`src/inc/lifetime_counter_regs.svh`:
```
// register map, field positions and reset values of the lifetime counter
`ifndef LIFETIME_COUNTER_REGS_SVH
`define LIFETIME_COUNTER_REGS_SVH

// word indices of the register window bases
`define LTM_BASE_BLOCKING 12'hE00
`define LTM_BASE_NONBLOCKING 12'hF00

// register indices inside the window
`define LTM_IDX_CONTROL 12'h038
`define LTM_IDX_STATUS 12'h03A
`define LTM_IDX_RESERVED 12'h03B
`define LTM_IDX_COUNT_HIGH 12'h03C
`define LTM_IDX_COUNT_LOW 12'h03E

// control register fields
`define LTM_CTL_IRQ_ENABLE_MASK_BIT 15
`define LTM_CTL_COUNT_ENABLE_MASK_BIT 8
`define LTM_CTL_IRQ_ENABLE_BIT 7
`define LTM_CTL_COUNT_ENABLE_BIT 0

// status register fields
`define LTM_SR_OVERFLOW_BIT 7

// count reset value and the all-ones value that overflows
`define LTM_COUNT_RESET 32'h0000_0000
`define LTM_COUNT_ALL_ONES 32'hFFFF_FFFF

// byte lanes that make up one 16-bit word
`define LTM_HALF_STROBE 4'h3

`endif

```
`src/inc/lifetime_counter_pkg.sv`:
```
// types of the lifetime counter
package lifetime_counter_pkg;

	// which half of a split count read is still owed
	typedef enum logic [1:0] {
		READ_IDLE = 2'b00,
		READ_OWE_LOW = 2'b01,
		READ_OWE_HIGH = 2'b10
	} split_read_type;

endpackage : lifetime_counter_pkg

```
`src/rtl/lifetime_counter.sv`:
```
// lifetime counter: 32-bit up counter on the slow aux clock behind an apb slave
`timescale 1ns/1ps
`default_nettype none
`include "lifetime_counter_regs.svh"

module lifetime_counter #(
	parameter int COUNT_WIDTH = 32,
	parameter int ADDR_WIDTH = 16
) (
	input wire logic core_clk,
	input wire logic rst,
	input wire logic slowAuxClock,
	input wire logic psel,
	input wire logic penable,
	input wire logic pwrite,
	input wire logic [ADDR_WIDTH-1:0] paddr,
	input wire logic [31:0] pwdata,
	input wire logic [3:0] pstrb,
	output logic [31:0] prdata,
	output logic pready,
	output logic pslverr,
	output logic overflowIrq,
	output logic overflowWake
);

	localparam int HALF = COUNT_WIDTH / 2;

	// slow clock synchroniser and edge detect
	logic auxSync1_q;
	logic auxSync2_q;
	logic auxSync3_q;
	logic auxTick;

	// control, status and count state
	logic countEnable_q;
	logic irqEnable_q;
	logic overflowFlag_q;
	logic [COUNT_WIDTH-1:0] count_q;
	logic [COUNT_WIDTH-1:0] count_d;
	lifetime_counter_pkg::split_read_type splitRead_q;
	lifetime_counter_pkg::split_read_type splitRead_d;

	// bus response registers
	logic respValid_q;
	logic [31:0] prdata_q;
	logic pslverr_q;
	logic respValid_d;
	logic [31:0] prdata_d;
	logic pslverr_d;

	// next values of control and flag, output flops
	logic countEnable_d;
	logic irqEnable_d;
	logic overflowFlag_d;
	logic overflowIrq_q;
	logic overflowWake_q;

	// index decode
	function automatic logic hitIndex(input logic [ADDR_WIDTH-1:0] addr, input logic [11:0] idx);
		logic [ADDR_WIDTH-1:0] blockAddr;
		logic [ADDR_WIDTH-1:0] freeAddr;
		blockAddr = ADDR_WIDTH'({`LTM_BASE_BLOCKING + idx, 2'b00});
		freeAddr = ADDR_WIDTH'({`LTM_BASE_NONBLOCKING + idx, 2'b00});
		hitIndex = (addr == blockAddr) || (addr == freeAddr);
	endfunction : hitIndex

	wire hitControl = hitIndex(paddr, `LTM_IDX_CONTROL);
	wire hitStatus = hitIndex(paddr, `LTM_IDX_STATUS);
	wire hitReserved = hitIndex(paddr, `LTM_IDX_RESERVED);
	wire hitHigh = hitIndex(paddr, `LTM_IDX_COUNT_HIGH);
	wire hitLow = hitIndex(paddr, `LTM_IDX_COUNT_LOW);
	wire hitAny = hitControl | hitStatus | hitReserved | hitHigh | hitLow;

	wire setupPhase = psel & ~penable;
	wire accessDone = psel & penable & pready;
	wire halfWord = (pstrb[1:0] == 2'(`LTM_HALF_STROBE));
	wire wideReg = hitControl | hitHigh | hitLow;
	wire unmapped = ~hitAny;
	wire partialWrite = pwrite & wideReg & ~halfWord;
	wire badAccess = unmapped | partialWrite;
	wire writeOk = accessDone & pwrite & ~pslverr_q;

	wire writeControl = writeOk & hitControl;
	wire writeStatus = writeOk & hitStatus;
	wire writeHigh = writeOk & hitHigh;
	wire writeLow = writeOk & hitLow;

	wire readHigh = setupPhase & ~pwrite & hitHigh;
	wire readLow = setupPhase & ~pwrite & hitLow;

	// write data fields
	wire countEnableMask = pwdata[`LTM_CTL_COUNT_ENABLE_MASK_BIT];
	wire countEnableValue = pwdata[`LTM_CTL_COUNT_ENABLE_BIT];
	wire irqEnableMask = pwdata[`LTM_CTL_IRQ_ENABLE_MASK_BIT];
	wire irqEnableValue = pwdata[`LTM_CTL_IRQ_ENABLE_BIT];
	wire clearRequest = pwdata[`LTM_SR_OVERFLOW_BIT];
	wire clearFlag = writeStatus & clearRequest;

	// counter stopped while half a split read is owed
	wire halfOwed = (splitRead_q != lifetime_counter_pkg::READ_IDLE);
	wire frozen = halfOwed | readHigh | readLow;
	wire stepCount = auxTick & countEnable_q & ~frozen;
	wire overflowEvent = stepCount & (count_q == `LTM_COUNT_ALL_ONES);
	wire [COUNT_WIDTH-1:0] countStepped = count_q + COUNT_WIDTH'(1);

	wire [15:0] controlRead = {8'h00, irqEnable_q, 6'h00, countEnable_q};
	wire [7:0] statusRead = {overflowFlag_q, 7'h00};

	wire [31:0] controlWord = {16'h0000, controlRead};
	wire [31:0] statusWord = {24'h00_0000, statusRead};
	wire [31:0] highWord = {16'h0000, count_q[COUNT_WIDTH-1 -: HALF]};
	wire [31:0] lowWord = {16'h0000, count_q[HALF-1:0]};

	wire [31:0] readMux =
		hitControl ? controlWord :
		hitStatus ? statusWord :
		hitHigh ? highWord :
		hitLow ? lowWord :
		32'h0000_0000;

	// split read tracking
	always_comb begin
		splitRead_d = splitRead_q;
		case (splitRead_q)
			lifetime_counter_pkg::READ_IDLE: begin
				if (readHigh) begin
					splitRead_d = lifetime_counter_pkg::READ_OWE_LOW;
				end else if (readLow) begin
					splitRead_d = lifetime_counter_pkg::READ_OWE_HIGH;
				end
			end
			lifetime_counter_pkg::READ_OWE_LOW: begin
				if (readLow) begin
					splitRead_d = lifetime_counter_pkg::READ_IDLE;
				end
			end
			lifetime_counter_pkg::READ_OWE_HIGH: begin
				if (readHigh) begin
					splitRead_d = lifetime_counter_pkg::READ_IDLE;
				end
			end
			default: begin
				splitRead_d = lifetime_counter_pkg::READ_IDLE;
			end
		endcase
	end

	// count next value
	always_comb begin
		count_d = count_q;
		if (stepCount) begin
			count_d = countStepped;
		end
		if (writeHigh) begin
			count_d[COUNT_WIDTH-1 -: HALF] = pwdata[HALF-1:0];
		end
		if (writeLow) begin
			count_d[HALF-1:0] = pwdata[HALF-1:0];
		end
	end

	// two flop synchroniser for the slow clock
	always_ff @(posedge core_clk or posedge rst) begin
		if (rst) begin
			auxSync1_q <= 1'b0;
			auxSync2_q <= 1'b0;
		end else begin
			auxSync1_q <= slowAuxClock;
			auxSync2_q <= auxSync1_q;
		end
	end

	// rising edge of the synchronised slow clock
	always_ff @(posedge core_clk or posedge rst) begin
		if (rst) begin
			auxSync3_q <= 1'b0;
		end else begin
			auxSync3_q <= auxSync2_q;
		end
	end

	assign auxTick = auxSync2_q & ~auxSync3_q;

	always_ff @(posedge core_clk or posedge rst) begin
		if (rst) begin
			count_q <= `LTM_COUNT_RESET;
		end else begin
			count_q <= count_d;
		end
	end

	always_ff @(posedge core_clk or posedge rst) begin
		if (rst) begin
			splitRead_q <= lifetime_counter_pkg::READ_IDLE;
		end else begin
			splitRead_q <= splitRead_d;
		end
	end

	// enable bits, each written only with its own mask bit set
	always_comb begin
		countEnable_d = countEnable_q;
		irqEnable_d = irqEnable_q;
		if (writeControl && countEnableMask) begin
			countEnable_d = countEnableValue;
		end
		if (writeControl && irqEnableMask) begin
			irqEnable_d = irqEnableValue;
		end
	end

	always_ff @(posedge core_clk or posedge rst) begin
		if (rst) begin
			countEnable_q <= 1'b0;
		end else begin
			countEnable_q <= countEnable_d;
		end
	end

	always_ff @(posedge core_clk or posedge rst) begin
		if (rst) begin
			irqEnable_q <= 1'b0;
		end else begin
			irqEnable_q <= irqEnable_d;
		end
	end

	// overflow flag, set wins over clear
	always_comb begin
		overflowFlag_d = overflowFlag_q;
		if (overflowEvent) begin
			overflowFlag_d = 1'b1;
		end else if (clearFlag) begin
			overflowFlag_d = 1'b0;
		end
	end

	always_ff @(posedge core_clk or posedge rst) begin
		if (rst) begin
			overflowFlag_q <= 1'b0;
		end else begin
			overflowFlag_q <= overflowFlag_d;
		end
	end

	// irq and wake from flops, in step with the flag
	always_ff @(posedge core_clk or posedge rst) begin
		if (rst) begin
			overflowIrq_q <= 1'b0;
		end else begin
			overflowIrq_q <= overflowFlag_d & irqEnable_d;
		end
	end

	always_ff @(posedge core_clk or posedge rst) begin
		if (rst) begin
			overflowWake_q <= 1'b0;
		end else begin
			overflowWake_q <= overflowFlag_d;
		end
	end

	// apb response, data captured in the setup cycle
	always_comb begin
		respValid_d = respValid_q;
		prdata_d = prdata_q;
		pslverr_d = pslverr_q;
		if (setupPhase) begin
			respValid_d = 1'b1;
			prdata_d = pwrite ? 32'h0000_0000 : readMux;
			pslverr_d = badAccess;
		end else if (accessDone) begin
			respValid_d = 1'b0;
		end
	end

	always_ff @(posedge core_clk or posedge rst) begin
		if (rst) begin
			respValid_q <= 1'b0;
		end else begin
			respValid_q <= respValid_d;
		end
	end

	always_ff @(posedge core_clk or posedge rst) begin
		if (rst) begin
			prdata_q <= 32'h0000_0000;
			pslverr_q <= 1'b0;
		end else begin
			prdata_q <= prdata_d;
			pslverr_q <= pslverr_d;
		end
	end

	assign pready = psel & penable & respValid_q;
	assign prdata = prdata_q;
	assign pslverr = pslverr_q & pready;
	assign overflowIrq = overflowIrq_q;
	assign overflowWake = overflowWake_q;

endmodule : lifetime_counter

`default_nettype wire

```
`config.mk`:
```
export PLATFORM = sky130hd
export DESIGN_NAME = lifetime_counter
export DESIGN_NICKNAME = d
export VERILOG_FILES = /design/src/inc/lifetime_counter_pkg.sv /design/src/rtl/lifetime_counter.sv
export VERILOG_INCLUDE_DIRS = /design/src /design/src/inc
export SDC_FILE = /design/constraint.sdc
export NUM_CORES = 1
export LEC_CHECK = 0
export BUFFER_PORTS_ARGS = -buffer_cell sky130_fd_sc_hd__buf_4
export CORE_UTILIZATION = 52
export DETAILED_ROUTE_END_ITERATION = 16
export HOLD_SLACK_MARGIN = 0.05
export PLACE_DENSITY = 0.9
export SYNTH_ARGS = -nofsm -noshare
export SYNTH_HDL_FRONTEND = slang
export SYNTH_SLANG_ARGS = --single-unit
```
`constraint.sdc`:
```
create_clock -name core_clk -period 2.4 [get_ports core_clk]
set_input_delay 0.72 -clock core_clk [delete_from_list [all_inputs] [get_ports core_clk]]
set_output_delay 0.72 -clock core_clk [all_outputs]
set_load 0.005 [all_outputs]
```
==> impl_metrics.json, run 1 <==
{
  "status": "complete, no violations",
  "grt_antenna_before_repair": 0,
  "vias_per_cell": 5.809,
  "worst_pin_slew_ps": 614.8,
  "cts_tree": "yes",
  "route.detailed.drc": 0,
  "htreeDepth": 3,
  "fp-row-count": 28,
  "synth-edff-count": 0,
  "ys_async_sr_fraction_pct": 100.0,
  "p_total_mw": 2.233,
  "cp-end-kind": "flop",
  "die_y_microns": 81.01,
  "drt.antenna.violating_nets": 0,
  "pwr_density_cell_nw_per_um2": 520.3,
  "ys_types": 44,
  "cts_root_buffer": "clkbuf_8",
  "grt_max_degree": 27,
  "leakage_nw": 1.944,
  "synth_warnings": 0,
  "cts_buffers": 9,
  "diodes": 0,
  "overflow": 0,
  "max_slew_margin_pct": 58.88,
  "ys_seq_elements": 59,
  "dp_cells": 492,
  "die_w_microns": 81.01,
  "skew_ps": 8.352,
  "drive_gt1_share_pct": 30.75,
  "rsz0062_at_grt": "yes",
  "crit_top_cell": "buf_4",
  "seq_area_frac_synth_pct": 45.49,
  "synth_flop_cell": "dfrtp_1",
  "startpoint_type": "primary input",
  "worst_slack_ps": 20.60,
  "cp_max_fo": 4,
  "grt_pass1_wl_microns": 13730,
  "hold_viol_final": 0,
  "clock-sinks": 59,
  "n_fill_cell": 388,
  "gp_congestion": 0.9123,
  "crit_buf_inv": 4,
  "clock_insertion_delay_worst_skew_ps": 350,
  "drt-total-wl_microns": 9035,
  "grt_use_total_pct": 28.26,
  "crit_path_top_delay_cell": "or4_4",
  "path_clk_slew_ps": 70,
  "finalNonFillerCells": 514,
  "syn_area_sq_um": 3246,
  "nets": 493,
  "ir_drop_mv": 0.4124,
  "syn_inst": 345,
  "area_growth_pct": 32.27,
  "design.die.area_sq_um": 6562,
  "drtIter0Drc": 404,
  "start_util_pct": 54.50,
  "io_buffers": 58,
  "drv_slew": 0,
  "ioPinCount": 94,
  "final_common_cell": "buf_4",
  "worstPathCellList": "buf_6, or4_4, nor4_4, buf_4, buf_4, nand2_1, buf_4, nor2_1, a21oi_1, nor2_1",
  "crit_family": "simple AND/OR/NAND/NOR gates",
  "finalSetupViolations": 0,
  "vias": 2986,
  "required_ps": 2670,
  "period_minus_slack_ps": 2379,
  "core-area_sq_um": 5956,
  "fin_crit_sh_pct": 99.14,
  "syn_avg_cell_area_sq_um": 9.408,
  "worst-setup-path-type": "primary input to flop",
  "cts-root-to-sink-buffers": 2,
  "final_cell_mix": "buf_4, dfrtp_1, nand2_1",
  "first_global_vias": 2811,
  "dp_hpwl_microns": 6048,
  "maxCapViolations": 0,
  "first_pass_iters": 5,
  "place_ws_ps": -401.8,
  "fmax_mhz": 420.3,
  "wl_per_cell_microns": 17.58,
  "cp_slowest_stage_delay_ps": 550,
  "worstPathArrival_ps": 2650,
  "min_path_type": "flop to flop"
}
[stage by stage]
step / hold slack, ps / TNS [ps] / instance area, sq um / util, %
finish: 349.2 / 0 / 4293 / 72.08
global route: 369.2 / -499.2 / 4293 / 72.08
CTS: 351.3 / 0 / 4218 / 70.82
detailed placement: 335.8 / -14100 / 3949 / 66.30
global placement: 334.9 / -11620 / 3949 / 66.30
floorplan: 331.2 / -3869 / 3379 / -
[Yosys cell counts (8+ instances only)]
master / instances / area share (%)
xor2_1: 18 / 4.9
buf_4: 17 / 3.9
o21ai_0: 21 / 3.2
nand2_1: 42 / 4.9
nand4_1: 14 / 2.7
xnor2_1: 13 / 3.5
dfrtp_1: 59 / 45
o21ai_1: 8 / 1.2
a21oi_1: 22 / 3.4
and3_1: 10 / 1.9
nor2_1: 26 / 3.0
mux2i_1: 16 / 4.9
nand3_1: 15 / 2.3
[cell type report]
cell class,instances,area [sq um],area share (%)
Clock buffer,9,123.9,2.885
Timing Repair Buffer,94,770.7,17.95
Clock inverter,7,116.4,2.711
Sequential cell,59,1476,34.39
Tap cell,75,93.84,2.186
Multi-Input combinational cell,264,1689,39.35
Inverter,6,22.52,0.5246
[kinds of logic after synthesis]
| kind of cell | Yosys count | share of synthesized area (%) |
|---|---|---|
| DFF | 59 | 45.49 |
| buffers and inverters | 37 | 6.631 |
| muxes | 22 | 7.131 |
| adders and majority gates | 1 | 0.3854 |
| and+or+nand+nor | 135 | 21.82 |
| xor gates and xnor gates | 31 | 8.365 |
| other | 1 | 0.1155 |
| AOI/OAI and AO/OA | 59 | 10.06 |
[path summary, 6_finish.rpt]
path                           startpoint             end  slack, ps  cells after the start
max in group asynchronous             rst     irqEnable_q       1450                      3
max reg2reg                splitRead_q[1]     count_q[20]         80                      6
min in group asynchronous             rst       prdata[1]        360                      2
min                            auxSync1_q      auxSync2_q        350                      0
min reg2reg                    auxSync1_q      auxSync2_q        350                      0
max                             paddr[14]  splitRead_q[0]         20                     10
[state kept, by name, indices dropped and copies added (netlist names)]
name and cells:
auxSync2_q 1, splitRead_q 2, overflowIrq 1, prdata 16, overflowWake 1, pslverr_q 1
auxSync3_q 1, auxSync1_q 1, count_q 32, respValid_q 1, countEnable_q 1, irqEnable_q 1
[routing by layer]
layer	part of all wire [%]	track usage (%)	wire length (microns)	vias to the layer above
li1	-	-	-	1343
met5	0	0	0	-
met3	6.9	6.292	627	30
met1	41	36.81	3685	1444
met4	2.8	12.86	249	0
met2	49	44.79	4472	169
[worst reg2reg max path: stages (launching register included)]
cell and delay, ps:
dfrtp_1 400, nor4b_1 340, nand2_1 240, a211oi_4 600, nand3_1 200, xnor2_1 160, mux2_4 270
[power by group]
| part | total (mW) | switching [mW] | internal (mW) |
|---|---|---|---|
| clock network | 1.10 | 0.409 | 0.687 |
| registers | 1.00 | 0.00274 | 1.00 |
| logic | 0.134 | 0.0701 | 0.0642 |
[repair_timing]
| action | in CTS | in global routing |
|---|---|---|
| gates resized for setup | 2 | 8 |
| hold buffers | 0 | 0 |
| setup buffers | 3 | 3 |
| setup endpoints to repair | 2 | 37 |
| pin swaps | 7 | 10 |
Power figures use the tool's default switching activity.
==> run 2: changes to the inputs <==
--- a/config.mk
+++ b/config.mk
@@ -7,10 +7,11 @@
 export NUM_CORES = 1
 export LEC_CHECK = 0
 export BUFFER_PORTS_ARGS = -buffer_cell sky130_fd_sc_hd__buf_4
-export CORE_UTILIZATION = 52
+export CORE_UTILIZATION = 47
 export DETAILED_ROUTE_END_ITERATION = 16
 export HOLD_SLACK_MARGIN = 0.05
-export PLACE_DENSITY = 0.9
+export PLACE_DENSITY = 0.86
+export SKIP_CTS_REPAIR_TIMING = 1
 export SYNTH_ARGS = -nofsm -noshare
 export SYNTH_HDL_FRONTEND = slang
 export SYNTH_SLANG_ARGS = --single-unit
==> constraint.sdc (replaced) <==
create_clock -name core_clk -period 1.9 [get_ports core_clk]
set_input_delay 0.57 -clock core_clk [delete_from_list [all_inputs] [get_ports core_clk]]
set_output_delay 0.57 -clock core_clk [all_outputs]
set_load 0.005 [all_outputs]
==> run 2 against run 1 <==
Compared with the run above: the run now ends with negative setup slack left; clock skew rose by 8.7 ps; combinational power rose by 37%; wire length rose by 21%; power rose by 24%; final area rose by 9.8%; sequential share of layout area fell by 3.1 points; setup slack got worse by 560 ps; core utilization rose by 0.47 points; die area rose by 10%; clock power rose by 20%; non-clock buffer count rose by 23; highest routed layer unchanged.
==> impl_metrics.json, run 2 (same netlist as run 1, synthesis figures left out) <==
{
  "seqCellArea_sq_um": 1476,
  "cts_tree": "yes",
  "area_growth_pct": 45.18,
  "vias_per_cell": 6.200,
  "worst-setup-path-type": "primary input to flop",
  "cp_max_fo": 5,
  "drt-total-wl_microns": 10960,
  "cts_buffers": 9,
  "cts-root-to-sink-buffers": 2,
  "io_buffers": 58,
  "pwr-share-clk_pct": 47.6,
  "period_minus_slack_ps": 2439,
  "multi_input_area_sq_um": 1897,
  "max_slew_margin_pct": 50.53,
  "dp_hpwl_microns": 6102,
  "n_fill_cell": 399,
  "grt_use_total_pct": 25.01,
  "finalSetupViolations": 54,
  "worstPathArrival_ps": 2670,
  "leakage_nw": 2.085,
  "die_y_microns": 85.10,
  "status": "complete, but fails checks",
  "startpoint_type": "primary input",
  "overflow": 0,
  "diodes": 0,
  "htreeDepth": 3,
  "cts_root_buffer": "clkbuf_8",
  "drive_gt1_share_pct": 40.82,
  "die_w_microns": 85.10,
  "grt_pass1_wl_microns": 13780,
  "ff2ff_path_depth": 6,
  "r2r_start": "count_q[20]",
  "hold_ws_ps": 284.5,
  "p_int_mw": 2.093,
  "combPwrFrac_pct": 6.6,
  "first_pass_iters": 7,
  "core-area_sq_um": 6495,
  "grt_max_degree": 60,
  "regMostFlops": "count_q",
  "first_global_vias": 2930,
  "drt.antenna.violating_nets": 0,
  "violations": "negative setup slack",
  "wl_per_cell_microns": 20.30,
  "final_cell_mix": "buf_4, dfrtp_1, nand2_1",
  "drv_slew": 0,
  "cp-end-kind": "flop",
  "hold_viol_final": 0,
  "worstPathCellList": "buf_6, or4_4, nor4_4, buf_4, a2111o_1, nor2_1, xnor2_1, a21oi_1",
  "drtIter0Drc": 379,
  "r2r_setup_slack_ps": -290,
  "design.die.area_sq_um": 7242,
  "pwr_density_cell_nw_per_um2": 587.8,
  "stdcell_area_sq_um": 4712,
  "route.detailed.drc": 0,
  "ir_drop_mv": 0.8211,
  "crit_path_top_delay_cell": "or4_4",
  "switching_share_pct": 24.44,
  "seqPwrFrac_pct": 45.8,
  "vias": 3348,
  "post_dp_cell_area_sq_um": 4125,
  "fp-row-count": 29,
  "min_path_type": "primary input to asynchronous set/reset pin",
  "cp_slowest_stage_delay_ps": 560,
  "maxCapViolations": 0,
  "rsz0062_at_grt": "yes",
  "skew_ps": 17.04,
  "worst_slack_ps": -539.3,
  "required_ps": 2130,
  "fmax_mhz": 410.0,
  "clock-sinks": 59,
  "worst_pin_slew_ps": 735.2,
  "gp_congestion": 0.8414,
  "p_sw_mw": 0.6771,
  "nets": 517,
  "largest_register_ffs": 32,
  "start_util_pct": 49.97,
  "ioPinCount": 94,
  "grt_antenna_before_repair": 0,
  "path_clk_slew_ps": 80,
  "critPathLaunch": "paddr[14]",
  "final_common_cell": "buf_4",
  "fin_crit_sh_pct": 128.4,
  "rr_endpoint": "overflowIrq",
  "clock_insertion_delay_worst_skew_ps": 360
}
-- run 2: metrics by stage --
stage               TNS [ps]  instances  setup WS [ps]  utilization, %  total power, mW
floorplan             -22980        360         -588.0               -            1.372
global placement      -31190        513         -698.5           63.51            1.451
detailed placement    -32300        513         -742.7           63.51            1.455
CTS                   -15300        529         -546.4           66.98            2.758
global route          -21630        540         -591.1           72.55            2.843
finish                -19070        540         -539.3           72.55            2.770
-- run 2: worst max-delay path, delay by kind of cell --
| kind | cells | cell delay, ps |
|---|---|---|
| buffers and inverters | 2 | 320 |
| AND/OR/NAND/NOR | 3 | 1120 |
| AO/OA/AOI/OAI | 2 | 400 |
| XOR/XNOR | 1 | 250 |
-- run 2: layout make-up --
type                    count  area share (%)
multi-input cells         265           40.25
flip-flops and latches     59           31.33
clock inverters             7           2.151
well taps                  77           2.045
repair buffers            117           21.03
inverters                   6          0.5576
clock buffers               9           2.629
-- run 2: worst max-delay path by stage --
stage	end	slack, ps	cells past startpoint
floorplan	overflowIrq	-590	6
finish	count_q[9]	-540	8
CTS	count_q[16]	-550	6
detailed placement	count_q[16]	-740	7
global placement	overflowIrq	-700	7
global route	count_q[9]	-590	8
-- run 2: routing by layer --
| metal | wire length (microns) | up-vias | track usage, % |
|---|---|---|---|
| met3 | 1018 | 70 | 6.420 |
| met1 | 4096 | 1608 | 31.19 |
| li1 | - | 1394 | - |
| met2 | 5321 | 276 | 41.42 |
| met5 | 0 | - | 0 |
| met4 | 528 | 0 | 10.32 |
-- run 2: power by group through the flow --
stage / Sequential, mW / Combinational, mW / Clock, mW
5_1_grt: 1.27 / 0.200 / 1.38
4_1_cts: 1.27 / 0.164 / 1.33
3_5_place_dp: 1.29 / 0.164 / 0
6_report: 1.27 / 0.184 / 1.32
2_1_floorplan: 1.29 / 0.0826 / 0
3_3_place_gp: 1.29 / 0.160 / 0
==> run 3: changes to the inputs <==
--- a/config.mk
+++ b/config.mk
@@ -7,6 +7,7 @@
 export NUM_CORES = 1
 export LEC_CHECK = 0
 export BUFFER_PORTS_ARGS = -buffer_cell sky130_fd_sc_hd__buf_4
+export CORE_ASPECT_RATIO = 1.4
 export CORE_UTILIZATION = 47
 export DETAILED_ROUTE_END_ITERATION = 16
 export HOLD_SLACK_MARGIN = 0.05
==> run 3 against run 2 <==
Compared with the run above: the run still ends with negative setup slack left; critical path depth rose by 3; flip-flop and latch count did not move; die area is essentially flat; wire length is 13% lower; core utilization decreased by 2.4 points; largest cell class unchanged; highest routed layer unchanged.
==> impl_metrics.json, run 3 (same netlist as run 1, synthesis figures left out) <==
{
  "grt_use_total_pct": 25.07,
  "hold_viol_final": 0,
  "cts_root_buffer": "clkbuf_8",
  "io_buffers": 58,
  "maxCapViolations": 0,
  "regMostFlops": "count_q",
  "status": "complete, but fails checks",
  "r2r_start": "splitRead_q[1]",
  "cp-end-kind": "flop",
  "multi_input_area_sq_um": 1826,
  "wl_per_cell_microns": 17.31,
  "path_clk_slew_ps": 70,
  "htreeDepth": 3,
  "skew_ps": 13.84,
  "top_layer": "met4",
  "gp_congestion": 0.9037,
  "worst_slack_ps": -335.1,
  "n_fill_cell": 425,
  "dp_cells": 528,
  "design.die.area_sq_um": 7246,
  "drt.antenna.violating_nets": 0,
  "drtIter0Drc": 288,
  "grt_max_degree": 60,
  "cts_tree": "yes",
  "cts-root-to-sink-buffers": 2,
  "hold_ws_ps": 291.0,
  "required_ps": 2130,
  "core-area_sq_um": 6613,
  "critPathLaunch": "paddr[14]",
  "overflow": 0,
  "drt-total-wl_microns": 9540,
  "drive_gt1_share_pct": 39.65,
  "cp_max_fo": 11,
  "dp_hpwl_microns": 6044,
  "vias_per_cell": 5.619,
  "violations": "negative setup slack",
  "area_growth_pct": 42.87,
  "seqCellArea_sq_um": 1476,
  "route.detailed.drc": 0,
  "fmax_mhz": 447.4,
  "largest_register_ffs": 32,
  "ff2ff_path_depth": 8,
  "ir_drop_mv": 0.4047,
  "route.met3.wl_microns": 550,
  "finalNonFillerCells": 551,
  "drv_slew": 0,
  "fin_crit_sh_pct": 117.6,
  "pwr_density_cell_nw_per_um2": 565.0,
  "met1_length_microns": 3643,
  "rsz0062_at_grt": "yes",
  "startpoint_type": "primary input",
  "clock_insertion_delay_worst_skew_ps": 360,
  "first_global_vias": 2852,
  "fp-row-count": 35,
  "grt_pass1_wl_microns": 13560,
  "finalSetupViolations": 50,
  "clock-sinks": 59,
  "die_w_microns": 72.23,
  "r2r_setup_slack_ps": -120,
  "cts_buffers": 9,
  "place_ws_ps": -722.7,
  "die_y_microns": 100.3,
  "leakage_nw": 2.108,
  "diodes": 0,
  "worst-setup-path-type": "primary input to flop",
  "vias": 3096,
  "worstPathArrival_ps": 2470,
  "final_cell_mix": "buf_4, dfrtp_1, nand2_1",
  "nets": 513,
  "ioPinCount": 94,
  "final_common_cell": "buf_4",
  "start_util_pct": 49.08,
  "min_path_type": "primary input to asynchronous set/reset pin",
  "period_minus_slack_ps": 2235,
  "grt_antenna_before_repair": 0,
  "first_pass_iters": 5,
  "dr_wl_met2_microns": 4923
}
==> run 3: final timing paths <==
check | endpoint
worst max-delay path | count_q[14]
worst min-delay path | count_q[29]
worst max register to register | count_q[22]
worst min register to register | auxSync2_q
max in group asynchronous | count_q[8]
min in group core_clk | auxSync1_q
==> run 3: worst max-delay path, stage by stage <==
cell and delay [ps]:
buf_6 90, or4_4 560, nor4_4 150, buf_4 190, buf_4 140, a211oi_4 70, buf_12 160, buf_4 130
nand3_2 60, xor2_1 210, a21oi_1 120
==> run 3: stage by stage <==
| step | area, sq um | utilization, % | power, mW | setup TNS [ps] |
|---|---|---|---|---|
| floorplan | 3408 | - | 1.372 | -22980 |
| global placement | 4156 | 62.86 | 1.449 | -31330 |
| detailed placement | 4156 | 62.86 | 1.456 | -31870 |
| CTS | 4358 | 65.90 | 2.614 | -15120 |
| global route | 4637 | 70.12 | 2.697 | -10720 |
| finish | 4637 | 70.12 | 2.620 | -8421 |
==> run 3: layout make-up <==
cell class | instances | area share [%]
multi-input combinational | 264 | 39.37
clock buffer | 10 | 2.968
timing repair buffer | 114 | 21.40
inverter | 6 | 0.5666
clock inverter | 6 | 1.376
sequential | 59 | 31.84
tap | 92 | 2.482
==> run 3: where the power goes <==
group / total (mW) / internal (mW) / switching, mW
clock network: 1.18 / 0.640 / 0.540
registers: 1.27 / 1.26 / 0.00423
logic: 0.172 / 0.0835 / 0.0886
==> run 3: layer usage <==
layer | global-route usage, % | up-vias
met2 | 41.98 | 156
met3 | 5.622 | 44
met5 | 0 | -
li1 | - | 1388
met4 | 12.82 | 0
met1 | 29.88 | 1508
